--- src/logic/fgi_pkg.sv ---
`default_nettype none
package fgi_pkg;
  localparam int unsigned ADDR_W = 12;
  localparam int unsigned DATA_W = 32;
  localparam int unsigned NUM_REGS = 4;
  localparam logic [ADDR_W-1:0] OFF_STATUS = 12'h000;
  localparam logic [ADDR_W-1:0] OFF_GLOBAL = 12'h004;
  localparam logic [ADDR_W-1:0] OFF_MASK = 12'h008;
  localparam logic [ADDR_W-1:0] OFF_WP = 12'h00c;
  localparam int unsigned SEL_STATUS = 0;
  localparam int unsigned SEL_GLOBAL = 1;
  localparam int unsigned SEL_MASK = 2;
  localparam int unsigned SEL_WP = 3;
  localparam int unsigned BIT_FRAME_CLOSED = 0;
  localparam int unsigned BIT_LINE_CLOSED = 1;
  localparam int unsigned BIT_VOLUME_CLOSED = 2;
  localparam int unsigned BIT_ENC_B = 4;
  localparam int unsigned BIT_ENC_A = 5;
  localparam int unsigned BIT_TRIGGER = 6;
  localparam int unsigned BIT_FRAME_START = 7;
  localparam int unsigned BIT_LINE_START = 8;
  localparam int unsigned BIT_VOLUME_START = 9;
  localparam int unsigned BIT_BM_ERROR = 26;
  localparam int unsigned BIT_SYNC_LOST = 27;
  localparam int unsigned BIT_PKT_DROPPED = 28;
  localparam int unsigned BIT_FRAME_COMPAT = 29;
  localparam int unsigned BIT_SUMMARY = 7;
  localparam int unsigned BIT_GLOBAL_EN = 8;
  localparam logic [DATA_W-1:0] SRC_VALID = 32'h3c0003f7;
  localparam logic [DATA_W-1:0] RST_STATUS = 32'h00000000;
  localparam logic [DATA_W-1:0] RST_MASK = 32'h00000000;
  localparam logic [DATA_W-1:0] RST_WP = 32'h00000000;
  localparam logic RST_GLOBAL_EN = 1'b0;
endpackage
`default_nettype wire

--- src/logic/fgi_reg_if.sv ---
`timescale 1ns/1ps
`default_nettype none
interface fgi_reg_if;
  logic wr_en;
  logic [fgi_pkg::NUM_REGS-1:0] sel;
  logic [fgi_pkg::DATA_W-1:0] wdata;
  logic [fgi_pkg::DATA_W-1:0] rdata;
  modport bus (output wr_en, output sel, output wdata, input rdata);
  modport regs (input wr_en, input sel, input wdata, output rdata);
endinterface
`default_nettype wire

--- src/logic/fgi_unit.sv ---
// The APB interface to the registers and the register offsets were chosen for this implementation.
`timescale 1ns/1ps
`default_nettype none
module fgi_unit (
  input wire logic sys_clk_in,
  input wire logic arst_n_in,
  input wire logic psel_in,
  input wire logic penable_in,
  input wire logic pwrite_in,
  input wire logic [fgi_pkg::ADDR_W-1:0] paddr_in,
  input wire logic [fgi_pkg::DATA_W-1:0] pwdata_in,
  output logic [fgi_pkg::DATA_W-1:0] prdata_out,
  output logic pready_out,
  output logic pslverr_out,
  input wire logic frame_close_in,
  input wire logic line_close_in,
  input wire logic volume_close_in,
  input wire logic encoder_b_in,
  input wire logic encoder_a_in,
  input wire logic trigger_in,
  input wire logic frame_start_in,
  input wire logic line_start_in,
  input wire logic volume_start_in,
  input wire logic buffer_error_in,
  input wire logic sync_lost_in,
  input wire logic packet_dropped_in,
  output logic host_irq_out
);
  fgi_reg_if reg_bus ();

  logic [fgi_pkg::DATA_W-1:0] event_vec;
  logic [fgi_pkg::DATA_W-1:0] clear_vec;
  logic [fgi_pkg::DATA_W-1:0] interrupt_status_flags;
  logic [fgi_pkg::DATA_W-1:0] interrupt_mask_bits_reg;
  logic [fgi_pkg::DATA_W-1:0] interrupt_write_protect_bits_reg;
  logic [fgi_pkg::DATA_W-1:0] global_interrupt_control;
  logic global_interrupt_enable_reg;
  logic summary;
  logic host_irq_reg;
  logic wr_status;
  logic wr_global;
  logic wr_mask;
  logic wr_wp;

  fgi_apb_slave u_apb (
    .psel_in(psel_in),
    .penable_in(penable_in),
    .pwrite_in(pwrite_in),
    .paddr_in(paddr_in),
    .pwdata_in(pwdata_in),
    .prdata_out(prdata_out),
    .pready_out(pready_out),
    .pslverr_out(pslverr_out),
    .reg_bus(reg_bus)
  );

  // event sources gathered into the status word layout
  always_comb begin
    event_vec = '0;
    event_vec[fgi_pkg::BIT_FRAME_CLOSED] = frame_close_in;
    event_vec[fgi_pkg::BIT_LINE_CLOSED] = line_close_in;
    event_vec[fgi_pkg::BIT_VOLUME_CLOSED] = volume_close_in;
    event_vec[fgi_pkg::BIT_ENC_B] = encoder_b_in;
    event_vec[fgi_pkg::BIT_ENC_A] = encoder_a_in;
    event_vec[fgi_pkg::BIT_TRIGGER] = trigger_in;
    event_vec[fgi_pkg::BIT_FRAME_START] = frame_start_in;
    event_vec[fgi_pkg::BIT_LINE_START] = line_start_in;
    event_vec[fgi_pkg::BIT_VOLUME_START] = volume_start_in;
    event_vec[fgi_pkg::BIT_BM_ERROR] = buffer_error_in;
    event_vec[fgi_pkg::BIT_SYNC_LOST] = sync_lost_in;
    event_vec[fgi_pkg::BIT_PKT_DROPPED] = packet_dropped_in;
    event_vec[fgi_pkg::BIT_FRAME_COMPAT] = frame_close_in;
  end

  assign wr_status = reg_bus.wr_en & reg_bus.sel[fgi_pkg::SEL_STATUS];
  assign wr_global = reg_bus.wr_en & reg_bus.sel[fgi_pkg::SEL_GLOBAL];
  assign wr_mask = reg_bus.wr_en & reg_bus.sel[fgi_pkg::SEL_MASK];
  assign wr_wp = reg_bus.wr_en & reg_bus.sel[fgi_pkg::SEL_WP];

  // write one to clear, except where write protection is set
  assign clear_vec = wr_status ?
    (reg_bus.wdata & ~interrupt_write_protect_bits_reg & fgi_pkg::SRC_VALID) : '0;

  fgi_event_capture u_cap (
    .sys_clk_in(sys_clk_in),
    .arst_n_in(arst_n_in),
    .event_in(event_vec),
    .clear_in(clear_vec),
    .flags_out(interrupt_status_flags)
  );

  // mask word, one bit per source, reserved bits held at zero
  always_ff @(posedge sys_clk_in or negedge arst_n_in) begin
    if (!arst_n_in) begin
      interrupt_mask_bits_reg <= fgi_pkg::RST_MASK;
    end else if (wr_mask) begin
      interrupt_mask_bits_reg <= reg_bus.wdata & fgi_pkg::SRC_VALID;
    end
  end

  // write-protect word, same layout as the mask
  always_ff @(posedge sys_clk_in or negedge arst_n_in) begin
    if (!arst_n_in) begin
      interrupt_write_protect_bits_reg <= fgi_pkg::RST_WP;
    end else if (wr_wp) begin
      interrupt_write_protect_bits_reg <= reg_bus.wdata & fgi_pkg::SRC_VALID;
    end
  end

  // global enable, the only writable bit of the control word
  always_ff @(posedge sys_clk_in or negedge arst_n_in) begin
    if (!arst_n_in) begin
      global_interrupt_enable_reg <= fgi_pkg::RST_GLOBAL_EN;
    end else if (wr_global) begin
      global_interrupt_enable_reg <= reg_bus.wdata[fgi_pkg::BIT_GLOBAL_EN];
    end
  end

  // summary of all flags that the mask allows
  assign summary = |(interrupt_status_flags & interrupt_mask_bits_reg);

  always_comb begin
    global_interrupt_control = '0;
    global_interrupt_control[fgi_pkg::BIT_SUMMARY] = summary;
    global_interrupt_control[fgi_pkg::BIT_GLOBAL_EN] = global_interrupt_enable_reg;
  end

  // host interrupt, registered, high only if summary and enable were both set one cycle before
  always_ff @(posedge sys_clk_in or negedge arst_n_in) begin
    if (!arst_n_in) begin
      host_irq_reg <= 1'b0;
    end else begin
      host_irq_reg <= summary & global_interrupt_enable_reg;
    end
  end
  assign host_irq_out = host_irq_reg;

  // register read mux
  always_comb begin
    reg_bus.rdata = '0;
    unique case (1'b1)
      reg_bus.sel[fgi_pkg::SEL_STATUS]: reg_bus.rdata = interrupt_status_flags;
      reg_bus.sel[fgi_pkg::SEL_GLOBAL]: reg_bus.rdata = global_interrupt_control;
      reg_bus.sel[fgi_pkg::SEL_MASK]: reg_bus.rdata = interrupt_mask_bits_reg;
      reg_bus.sel[fgi_pkg::SEL_WP]: reg_bus.rdata = interrupt_write_protect_bits_reg;
      default: reg_bus.rdata = '0;
    endcase
  end

  logic rd_global;
  assign rd_global = psel_in & penable_in & ~pwrite_in & (paddr_in == fgi_pkg::OFF_GLOBAL);
endmodule
`default_nettype wire

--- src/logic/fgi_apb_slave.sv ---
`timescale 1ns/1ps
`default_nettype none
module fgi_apb_slave (
  input wire logic psel_in,
  input wire logic penable_in,
  input wire logic pwrite_in,
  input wire logic [fgi_pkg::ADDR_W-1:0] paddr_in,
  input wire logic [fgi_pkg::DATA_W-1:0] pwdata_in,
  output logic [fgi_pkg::DATA_W-1:0] prdata_out,
  output logic pready_out,
  output logic pslverr_out,
  fgi_reg_if.bus reg_bus
);
  logic hit;
  logic access;

  // address decode into a one-hot register select
  always_comb begin
    reg_bus.sel = '0;
    reg_bus.sel[fgi_pkg::SEL_STATUS] = (paddr_in == fgi_pkg::OFF_STATUS);
    reg_bus.sel[fgi_pkg::SEL_GLOBAL] = (paddr_in == fgi_pkg::OFF_GLOBAL);
    reg_bus.sel[fgi_pkg::SEL_MASK] = (paddr_in == fgi_pkg::OFF_MASK);
    reg_bus.sel[fgi_pkg::SEL_WP] = (paddr_in == fgi_pkg::OFF_WP);
  end

  assign hit = |reg_bus.sel;
  assign access = psel_in & penable_in;
  // zero wait states; unmapped addresses answer with an error
  assign pready_out = 1'b1;
  assign pslverr_out = access & ~hit;
  assign reg_bus.wr_en = access & pwrite_in & hit;
  assign reg_bus.wdata = pwdata_in;
  assign prdata_out = (access & ~pwrite_in & hit) ? reg_bus.rdata : '0;
endmodule
`default_nettype wire

--- src/logic/fgi_event_capture.sv ---
`timescale 1ns/1ps
`default_nettype none
module fgi_event_capture (
  input wire logic sys_clk_in,
  input wire logic arst_n_in,
  input wire logic [fgi_pkg::DATA_W-1:0] event_in,
  input wire logic [fgi_pkg::DATA_W-1:0] clear_in,
  output logic [fgi_pkg::DATA_W-1:0] flags_out
);
  genvar i;
  generate
    for (i = 0; i < fgi_pkg::DATA_W; i++) begin : g_flag
      if (fgi_pkg::SRC_VALID[i]) begin : g_src
        logic flag_reg;
        // sticky flag; a new event wins over a clear in the same cycle
        always_ff @(posedge sys_clk_in or negedge arst_n_in) begin
          if (!arst_n_in) begin
            flag_reg <= fgi_pkg::RST_STATUS[i];
          end else begin
            flag_reg <= event_in[i] | (flag_reg & ~clear_in[i]);
          end
        end
        assign flags_out[i] = flag_reg;
      end else begin : g_rsv
        assign flags_out[i] = 1'b0;
      end
    end
  endgenerate
endmodule
`default_nettype wire

--- config.mk ---
export PLATFORM = sky130hd
export DESIGN_NAME = fgi_unit
export DESIGN_NICKNAME = d
export VERILOG_FILES = /design/src/logic/fgi_pkg.sv /design/src/logic/fgi_reg_if.sv /design/src/logic/fgi_unit.sv /design/src/logic/fgi_apb_slave.sv /design/src/logic/fgi_event_capture.sv
export SDC_FILE = /design/constraint.sdc
export NUM_CORES = 1
export LEC_CHECK = 0
export BUFFER_PORTS_ARGS = -buffer_cell sky130_fd_sc_hd__buf_4
export CORE_MARGIN = 2
export CORE_UTILIZATION = 43
export DETAILED_ROUTE_END_ITERATION = 6
export GPL_TIMING_DRIVEN = 0
export PLACE_DENSITY = 0.8
export SLEW_MARGIN = 20
export SYNTH_ARGS = -nofsm -noshare
export SYNTH_HDL_FRONTEND = slang
export SYNTH_SLANG_ARGS = --single-unit
--- constraint.sdc ---
create_clock -name sys_clk_in -period 1.3 [get_ports sys_clk_in]
set_clock_uncertainty 0.2 [all_clocks]
set_input_delay 0.065 -clock sys_clk_in [delete_from_list [all_inputs] [get_ports sys_clk_in]]
set_output_delay 0.065 -clock sys_clk_in [all_outputs]
set_load 0.02 [all_outputs]
==> results of run 1 <==
==> critical path, cell delays in order <==
cell and delay [ns]:
buf_6 0.09, or4_4 0.53, or4_4 0.56, nor3b_4 0.33
buf_6 0.20, mux2_4 0.31
==> worst min-delay path by stage <==
stage / to / startpoint / slack (ns) / cells past startpoint
finish: interrupt_write_protect_bits_reg[9] / arst_n_in / 0.09 / 2
global route: interrupt_mask_bits_reg[29] / arst_n_in / 0.13 / 2
global placement: u_cap.g_flag[9].g_src.flag_reg / arst_n_in / -0.13 / 1
detailed placement: interrupt_write_protect_bits_reg[9] / arst_n_in / -0.12 / 1
floorplan: global_interrupt_enable_reg / arst_n_in / -0.43 / 0
CTS: global_interrupt_enable_reg / paddr_in[3] / 0.08 / 4
==> logic make-up after synthesis <==
| logic type | after synthesis | share of synthesized area [%] |
|---|---|---|
| buf+inv | 30 | 8.91 |
| compound gates | 35 | 10.4 |
| other cells | 2 | 0.334 |
| mux | 39 | 19.4 |
| simple gates | 58 | 15.3 |
| flops | 41 | 45.7 |
==> Yosys cell counts (3+ instances only) <==
cell type  instances
nand2_1            3
buf_4             21
mux2_2            27
a21oi_1           12
a21o_1            13
dfrtp_1           41
mux2i_1           11
nor2_1            25
clkbuf_1           5
a22oi_1            5
nand4b_1          13
nand3_1            3
==> what timing repair did <==
item,CTS,global route
hold buffers,26,0
endpoints found under the hold margin,81,0
gates cloned,4,0
setup buffers,10,5
resized for setup,58,23
pin swaps,27,14
setup endpoints to repair,54,54
==> power breakdown <==
part           switching [mW]  total (mW)  internal [mW]
Combinational           0.231       0.457          0.226
Clock                   0.460       0.830          0.371
Sequential           0.000935        1.28           1.28
Total                   0.692        2.56           1.87
==> cell type report <==
cell class	instances	area share, %
timing repair buffer	98	24.6
sequential	41	27.6
clock buffer	5	1.85
multi-input combinational	152	36.5
clock inverter	3	0.472
buffer	30	6.54
tap	70	2.36
==> per-stage QoR <==
stage / std cells / setup TNS (ns) / util (%) / hold slack, ns
after floorplan: 223 / -31.34 / - / -0.431
final: 399 / -30.36 / 73.1 / 0.0890
after CTS: 395 / -30.03 / 71.3 / 0.0765
after global placement: 347 / -50.12 / 57.5 / -0.128
after global routing: 399 / -32.11 / 73.1 / 0.132
after detailed placement: 347 / -52.87 / 57.5 / -0.125
==> per-layer routing <==
metal / GRT usage (%) / vias up
met5: 0 / -
met4: 9.27 / 0
met3: 5.33 / 12
met2: 42.8 / 99
met1: 29.8 / 1030
li1: - / 953
==> flow_metrics.env, run 1 <==
export IMPL_cp_data_arrival_time_ns=2.09
export IMPL_pin_count=96
export IMPL_io_buffer_count=54
export IMPL_numCtsBuffers=5
export IMPL_r2r_slack_ns=-0.25
export IMPL_rows=26
export IMPL_placed_cell_area_um2=2920
export IMPL_layout_setup_ws_ns=-0.807
export IMPL_cts_clk_slew_worst_paths_ns=0.07
export IMPL_violations="setup timing"
export IMPL_period_share_pct=162
export IMPL_drcViolationCount=0
export IMPL_clk_latency_ns=0.30
export IMPL_crit_fanout=5
export IMPL_finalSetupViolCount=54
export IMPL_drtIter0Drc=148
export IMPL_start_util_pct=44.3
export IMPL_netlist_top_cells_area="dfrtp_1 (46%), mux2_2 (14%), buf_4 (7.0%), nand4b_1 (5.1%), mux2i_1 (4.9%)"
export IMPL_final_common_cell="buf_4"
export IMPL_period_minus_slack_ns=2.11
export IMPL_yosysTopAreaCellShare_pct=45.7
export IMPL_register_area_um2=1030
export IMPL_final_cell_mix="buf_4 (64), dfrtp_1 (41), buf_6 (30), mux2_4 (26), dlygate4sd3_1 (26)"
export IMPL_hpwl_um=3950
export IMPL_cts_buffer_depth=2
export IMPL_async_reset_ff_share_pct=100
export IMPL_dpl_worst_slack_ns=-1.51
export IMPL_design_area_um2=3710
export IMPL_max_cap_violations=0
export IMPL_drt_first_pass_iters=4
export IMPL_startpoint="paddr_in[5]"
export IMPL_drt_antenna_violating_nets=0
export IMPL_maxUsedRoutingLayer="met4"
export IMPL_crit_path_end_kind="flop"
export IMPL_routedWlPerCell_um=17.9
export IMPL_die_area_um2=5820
export IMPL_grt_usage_pct=24.6
export IMPL_power_per_cell_area_nw_per_um2=691
export IMPL_ff2ff_path_depth=3
export IMPL_place_congestion=0.825
export IMPL_die_w_um=76.3
export IMPL_cts_tree="built"
export IMPL_antenna_found_initial=0
export IMPL_reg2reg_from="interrupt_mask_bits_reg[0]"
export IMPL_drive_above_1_share_pct=51.1
export IMPL_hold_viol=0
export IMPL_ys_flop_type="dfrtp_1"
export IMPL_syn_area_per_cell_um2=11.0
export IMPL_yosysTopAreaCell="dfrtp_1"
export IMPL_grt_pass1_wl_um=11300
export IMPL_wirelength_um=7160
export IMPL_synth_edf_count=0
export IMPL_syn_area_um2=2250
export IMPL_cts_root_buf="clkbuf_8"
export IMPL_vias=2094
export IMPL_die_height_um=76.3
export IMPL_dr_wl_met3_um=494
export IMPL_grt_pass1_vias=2260
export IMPL_crit_path_end="interrupt_mask_bits_reg[1]"
export IMPL_multi_input_area_um2=1360
export IMPL_fin_nets=389
export IMPL_p_total_mw=2.56
export IMPL_area_growth_pct=65.2
export IMPL_diodes=0
export IMPL_vias_per_cell=5.25
export IMPL_wl_met1_um=2970
export IMPL_ys_ff_latch=41
export IMPL_grt_overflow_total=0
export IMPL_p_leak_nw=1.68
export IMPL_core_area_um2=5070
export IMPL_clock_sinks=41
export IMPL_r2r_end="host_irq_out"
export IMPL_outcome="finished, violations left"
export IMPL_dr_wl_met2_um=3540
export IMPL_fillers=368
export IMPL_yosys_warnings=0
export IMPL_worst_hold_path_type="in2async"
export IMPL_path_class="in2reg"
export IMPL_synth_cells=205
export IMPL_grt_start_max_net_pins=42
export IMPL_startpoint_type="primary input"
export IMPL_seq_area_frac_synth_pct=45.7
export IMPL_maxSlewViolCount=0
export IMPL_max_freq_mhz=475
export IMPL_h_tree_depth=2
export IMPL_max_slew_margin_rel_pct=57.4
export IMPL_crit_required_ns=1.28
export IMPL_rsz0062_at_grt="true"
export IMPL_yosysUniqueCellTypes=33
export IMPL_tightest_slew_ns=0.638
export IMPL_ir_worst_vdd_mv=0.636
(Power assumes the default switching activity.)
==> run 2: changes to the inputs <==
--- a/config.mk
+++ b/config.mk
@@ -11,6 +11,7 @@
 export DETAILED_ROUTE_END_ITERATION = 6
 export GPL_TIMING_DRIVEN = 0
 export PLACE_DENSITY = 0.8
+export REMOVE_ABC_BUFFERS = 1
 export SLEW_MARGIN = 20
 export SYNTH_ARGS = -nofsm -noshare
 export SYNTH_HDL_FRONTEND = slang
==> flow_metrics.env, run 2 (synthesized netlist as in run 1, its figures left out) <==
export IMPL_setup_tns_ns=-28.00
export IMPL_final_common_cell="buf_4"
export IMPL_crit_chain="buf_6 > or4_4 > or4_4 > nor3b_4 > buf_6 > mux2_2"
export IMPL_outcome="finished, violations left"
export IMPL_cts_clk_slew_worst_paths_ns=0.08
export IMPL_cpMaxStageDelayCell="or4_4"
export IMPL_area_growth_pct=54.6
export IMPL_max_cap_violations=0
export IMPL_wirelength_um=6220
export IMPL_clock_sinks=41
export IMPL_pin_count=96
export IMPL_grt_overflow_total=0
export IMPL_p_leak_nw=1.54
export IMPL_path_class="in2reg"
export IMPL_grt_start_max_net_pins=42
export IMPL_crit_path_end_kind="flop"
export IMPL_routedWlPerCell_um=16.5
export IMPL_crit_fanout=6
export IMPL_max_freq_mhz=488
export IMPL_finalNonFillerCells=377
export IMPL_place_congestion=0.745
export IMPL_vias_per_cell=5.26
export IMPL_drtIter0Drc=157
export IMPL_rows=26
export IMPL_ir_worst_vdd_mv=0.604
export IMPL_crit_required_ns=1.28
export IMPL_cpPeakStageDelay_ns=0.59
export IMPL_start_util_pct=44.3
export IMPL_maxSlewViolCount=0
export IMPL_grt_usage_pct=21.7
export IMPL_p_total_mw=2.49
export IMPL_fillers=377
export IMPL_hold_viol=0
export IMPL_grt_pass1_wl_um=10000
export IMPL_cts_buffer_depth=2
export IMPL_h_tree_depth=2
export IMPL_holdWs_ns=0.0969
export IMPL_die_w_um=76.3
export IMPL_vias=1982
export IMPL_grt_pass1_vias=2009
export IMPL_die_height_um=76.3
export IMPL_finalSetupViolCount=55
export IMPL_io_buffer_count=56
export IMPL_max_slew_margin_rel_pct=48.3
export IMPL_fin_nets=367
export IMPL_power_per_cell_area_nw_per_um2=716
export IMPL_startpoint_type="primary input"
export IMPL_hpwl_um=3440
export IMPL_drive_above_1_share_pct=46.3
export IMPL_core_area_um2=5070
export IMPL_diodes=0
export IMPL_cp_data_arrival_time_ns=2.03
export IMPL_period_minus_slack_ns=2.05
export IMPL_drt_first_pass_iters=5
export IMPL_cts_tree="built"
export IMPL_final_cell_mix="buf_4 (53), dfrtp_1 (41), dlygate4sd3_1 (26), buf_6 (25), mux2_4 (21)"
export IMPL_cts_root_buf="clkbuf_8"
export IMPL_path_buf_inv=2
export IMPL_cp_top_family="simple AND/OR/NAND/NOR gates"
export IMPL_tightest_slew_ns=0.775
export IMPL_clk_latency_ns=0.30
export IMPL_violations="setup timing"
export IMPL_layout_setup_ws_ns=-0.751
export IMPL_period_share_pct=158
export IMPL_drt_antenna_violating_nets=0
export IMPL_die_area_um2=5820
export IMPL_numCtsBuffers=5
export IMPL_antenna_found_initial=0
export IMPL_place_inst=321
export IMPL_rsz0062_at_grt="true"
export IMPL_worst_hold_path_type="in2async"
export IMPL_drcViolationCount=0
==> run 2: changes by cell type in the layout (fill, tap and decap cells not counted), moves of 4 or more <==
cell and delta:
a21oi_2 -4, a21oi_1 +4, buf_6 -5, mux2_4 -5
buf_4 -11, mux2_2 +5
==> run 2: routing by layer <==
metal	routed length, µm	vias to the layer above	share of wire (%)	GRT usage, %
li1	-	903	-	-
met2	3180	76	51	35.8
met1	2610	994	42	28.1
met4	91	0	1.5	7.45
met5	0	-	0	0
met3	341	9	5.5	4.98
==> run 2: timing repair <==
item | 4_1_cts | 5_1_grt
resized for setup | 71 | 20
setup endpoints to repair | 54 | 55
buffers inserted | 20 | 10
pin swaps | 28 | 7
hold buffers | 26 | 0
hold endpoints to repair | 81 | 0
==> run 2: area by class of cell <==
cell class	instances	area [µm²]	share of cell area, %
clock buffers	8	80.1	2.31
multi-input cells	152	1300	37.5
flip-flops and latches	41	1030	29.5
well taps	70	87.6	2.52
repair buffers	106	975	28.1
==> run 2: stage by stage <==
| stage | utilization [%] | setup WS, ns | instance area, µm² |
|---|---|---|---|
| floorplan | - | -1.17 | 2110 |
| global placement | 51.7 | -2.23 | 2620 |
| detailed placement | 52.1 | -1.39 | 2640 |
| CTS | 66.6 | -0.710 | 3380 |
| global route | 68.4 | -0.768 | 3470 |
| finish | 68.4 | -0.751 | 3470 |
==> run 2: worst paths after layout <==
check,cells after the start,endpoint,slack [ns],from
min in group sys_clk_in,4,global_interrupt_enable_reg,0.19,paddr_in[2]
max in group asynchronous,2,interrupt_write_protect_bits_reg[4],0.44,arst_n_in
worst min-delay path,2,interrupt_mask_bits_reg[8],0.1,arst_n_in
worst min register to register,1,u_cap.g_flag[29].g_src.flag_reg,0.32,u_cap.g_flag[29].g_src.flag_reg
worst max-delay path,6,interrupt_mask_bits_reg[0],-0.75,paddr_in[0]
worst max register to register,4,host_irq_out,-0.34,interrupt_mask_bits_reg[0]
==> run 2: where the power goes <==
| group | leakage (nW) | switching, mW | internal (mW) |
|---|---|---|---|
| clock | 0.0395 | 0.429 | 0.382 |
| combinational | 0.999 | 0.212 | 0.187 |
| sequential | 0.505 | 0.000866 | 1.28 |
==> run 3: changes to the inputs <==
--- a/config.mk
+++ b/config.mk
@@ -6,6 +6,7 @@
 export NUM_CORES = 1
 export LEC_CHECK = 0
 export BUFFER_PORTS_ARGS = -buffer_cell sky130_fd_sc_hd__buf_4
+export CORE_ASPECT_RATIO = 0.5
 export CORE_MARGIN = 2
 export CORE_UTILIZATION = 43
 export DETAILED_ROUTE_END_ITERATION = 6
==> flow_metrics.env, run 3 (synthesized netlist as in run 1, its figures left out) <==
export IMPL_reg2reg_from="u_cap.g_flag[4].g_src.flag_reg"
export IMPL_drcViolationCount=0
export IMPL_wirelength_um=6530
export IMPL_final_common_cell="buf_4"
export IMPL_start_util_pct=45.1
export IMPL_cpPeakStageDelay_ns=0.58
export IMPL_r2r_end="host_irq_out"
export IMPL_grt_overflow_total=0
export IMPL_tightest_slew_ns=0.688
export IMPL_clock_sinks=41
export IMPL_crit_required_ns=1.29
export IMPL_maxSlewViolCount=0
export IMPL_layout_setup_ws_ns=-0.752
export IMPL_place_congestion=0.777
export IMPL_design_area_um2=3310
export IMPL_final_cell_mix="buf_4 (62), dfrtp_1 (41), mux2_4 (26), dlygate4sd3_1 (26), nor2_1 (24)"
export IMPL_core_area_um2=4980
export IMPL_cts_clk_slew_worst_paths_ns=0.08
export IMPL_period_minus_slack_ns=2.05
export IMPL_holdWs_ns=0.0505
export IMPL_violations="setup timing"
export IMPL_whs_path_depth=5
export IMPL_routedWlPerCell_um=17.5
export IMPL_place_inst=321
export IMPL_max_freq_mhz=487
export IMPL_crit_chain="buf_6 > or4_4 > or4_4 > nor3b_4 > buf_6 > mux2_4"
export IMPL_p_total_mw=2.48
export IMPL_period_share_pct=158
export IMPL_r2r_slack_ns=-0.38
export IMPL_vias=2044
export IMPL_clk_latency_ns=0.30
export IMPL_max_cap_violations=0
export IMPL_dr_wl_met2_um=3180
export IMPL_wl_met1_um=2760
export IMPL_cts_buffer_depth=2
export IMPL_path_buf_inv=2
export IMPL_hold_start="paddr_in[6]"
export IMPL_die_area_um2=5850
export IMPL_min_to="u_cap.g_flag[2].g_src.flag_reg"
export IMPL_p_leak_nw=1.51
export IMPL_rsz0062_at_grt="true"
export IMPL_dr_wl_met3_um=451
export IMPL_worst_hold_path_type="in2reg"
export IMPL_hpwl_um=3560
export IMPL_fin_nets=363
export IMPL_cp_top_family="simple AND/OR/NAND/NOR gates"
export IMPL_hold_viol=0
export IMPL_cts_root_buf="clkbuf_8"
export IMPL_io_buffer_count=56
export IMPL_outcome="finished, violations left"
export IMPL_drive_above_1_share_pct=41.3
export IMPL_placed_cell_area_um2=2640
export IMPL_maxUsedRoutingLayer="met4"
export IMPL_setup_tns_ns=-31.46
export IMPL_grt_start_max_net_pins=42
export IMPL_startpoint_type="primary input"
export IMPL_ir_worst_vdd_mv=0.378
export IMPL_cts_tree="built"
export IMPL_antenna_found_initial=0
export IMPL_numCtsBuffers=5
export IMPL_cp_data_arrival_time_ns=2.04
export IMPL_finalNonFillerCells=373
export IMPL_path_class="in2reg"
export IMPL_finalCoreUtilization_pct=66.6
export IMPL_drtIter0Drc=119
export IMPL_rows=18
export IMPL_pin_count=96
export IMPL_area_growth_pct=47.5
export IMPL_ff2ff_path_depth=4
export IMPL_power_per_cell_area_nw_per_um2=750
export IMPL_crit_fanout=7
export IMPL_crit_path_end_kind="flop"
export IMPL_grt_pass1_vias=1898
export IMPL_grt_pass1_wl_um=9380
export IMPL_drt_first_pass_iters=5
export IMPL_finalSetupViolCount=54
export IMPL_cpMaxStageDelayCell="or4_4"
export IMPL_drt_antenna_violating_nets=0
export IMPL_die_height_um=55.1
export IMPL_dpl_worst_slack_ns=-1.41
export IMPL_diodes=0
export IMPL_vias_per_cell=5.48
export IMPL_grt_usage_pct=21.2
export IMPL_max_slew_margin_rel_pct=54.1
export IMPL_h_tree_depth=2
export IMPL_fillers=328
export IMPL_die_w_um=106
[run 3: cell count changes in the layout (fill, tap and decap cells not counted), moves of 7 or more]
cell,delta
buf_6,-14
nor2_1,+10
buf_4,+9
nor2_4,-8
a21oi_1,+7
a21oi_2,-7
[run 3: worst min-delay path, delay by kind of cell]
family	cells	cell delay (ns)
buffers and inverters	1	0.07
AO/OA/AOI/OAI	1	0.11
AND/OR/NAND/NOR	3	0.27
[run 3: how the worst max path moves through the flow]
stage,start,end,slack [ns],cells past startpoint
2_1_floorplan,paddr_in[11],global_interrupt_enable_reg,-1.17,4
3_3_place_gp,paddr_in[11],global_interrupt_enable_reg,-2.42,5
3_5_place_dp,paddr_in[11],interrupt_mask_bits_reg[0],-1.41,5
4_1_cts,paddr_in[0],interrupt_mask_bits_reg[2],-0.75,7
5_1_grt,paddr_in[6],interrupt_mask_bits_reg[2],-0.79,6
6_report,paddr_in[6],interrupt_mask_bits_reg[4],-0.75,6
[run 3: report_power, final]
part	internal, mW	switching [mW]	total (mW)	leakage, nW
Clock	0.370	0.456	0.826	0.0439
Combinational	0.180	0.201	0.381	0.963
Sequential	1.28	0.000871	1.28	0.505
[run 3: area by class of cell]
type	count	area, µm²	share of cell area (%)
Clock inverter	3	17.5	0.529
Clock buffer	5	68.8	2.08
Timing Repair Buffer	102	885	26.7
Multi-Input combinational cell	152	1230	37.1
Tap cell	70	87.6	2.64
Sequential cell	41	1030	31.0
[run 3: routing by layer]
metal / global-route usage (%) / vias up
met5: 0 / -
met4: 8.55 / 0
met3: 3.63 / 19
met2: 39.2 / 100
met1: 25.9 / 1030
li1: - / 895
[run 3: timing repair]
item	in CTS	in global routing
gates resized for setup	29	25
hold buffers	26	0
setup endpoints to repair	54	54
pin swaps	9	11
buffers inserted	13	9
hold endpoints to repair	81	0
cloned	1	0
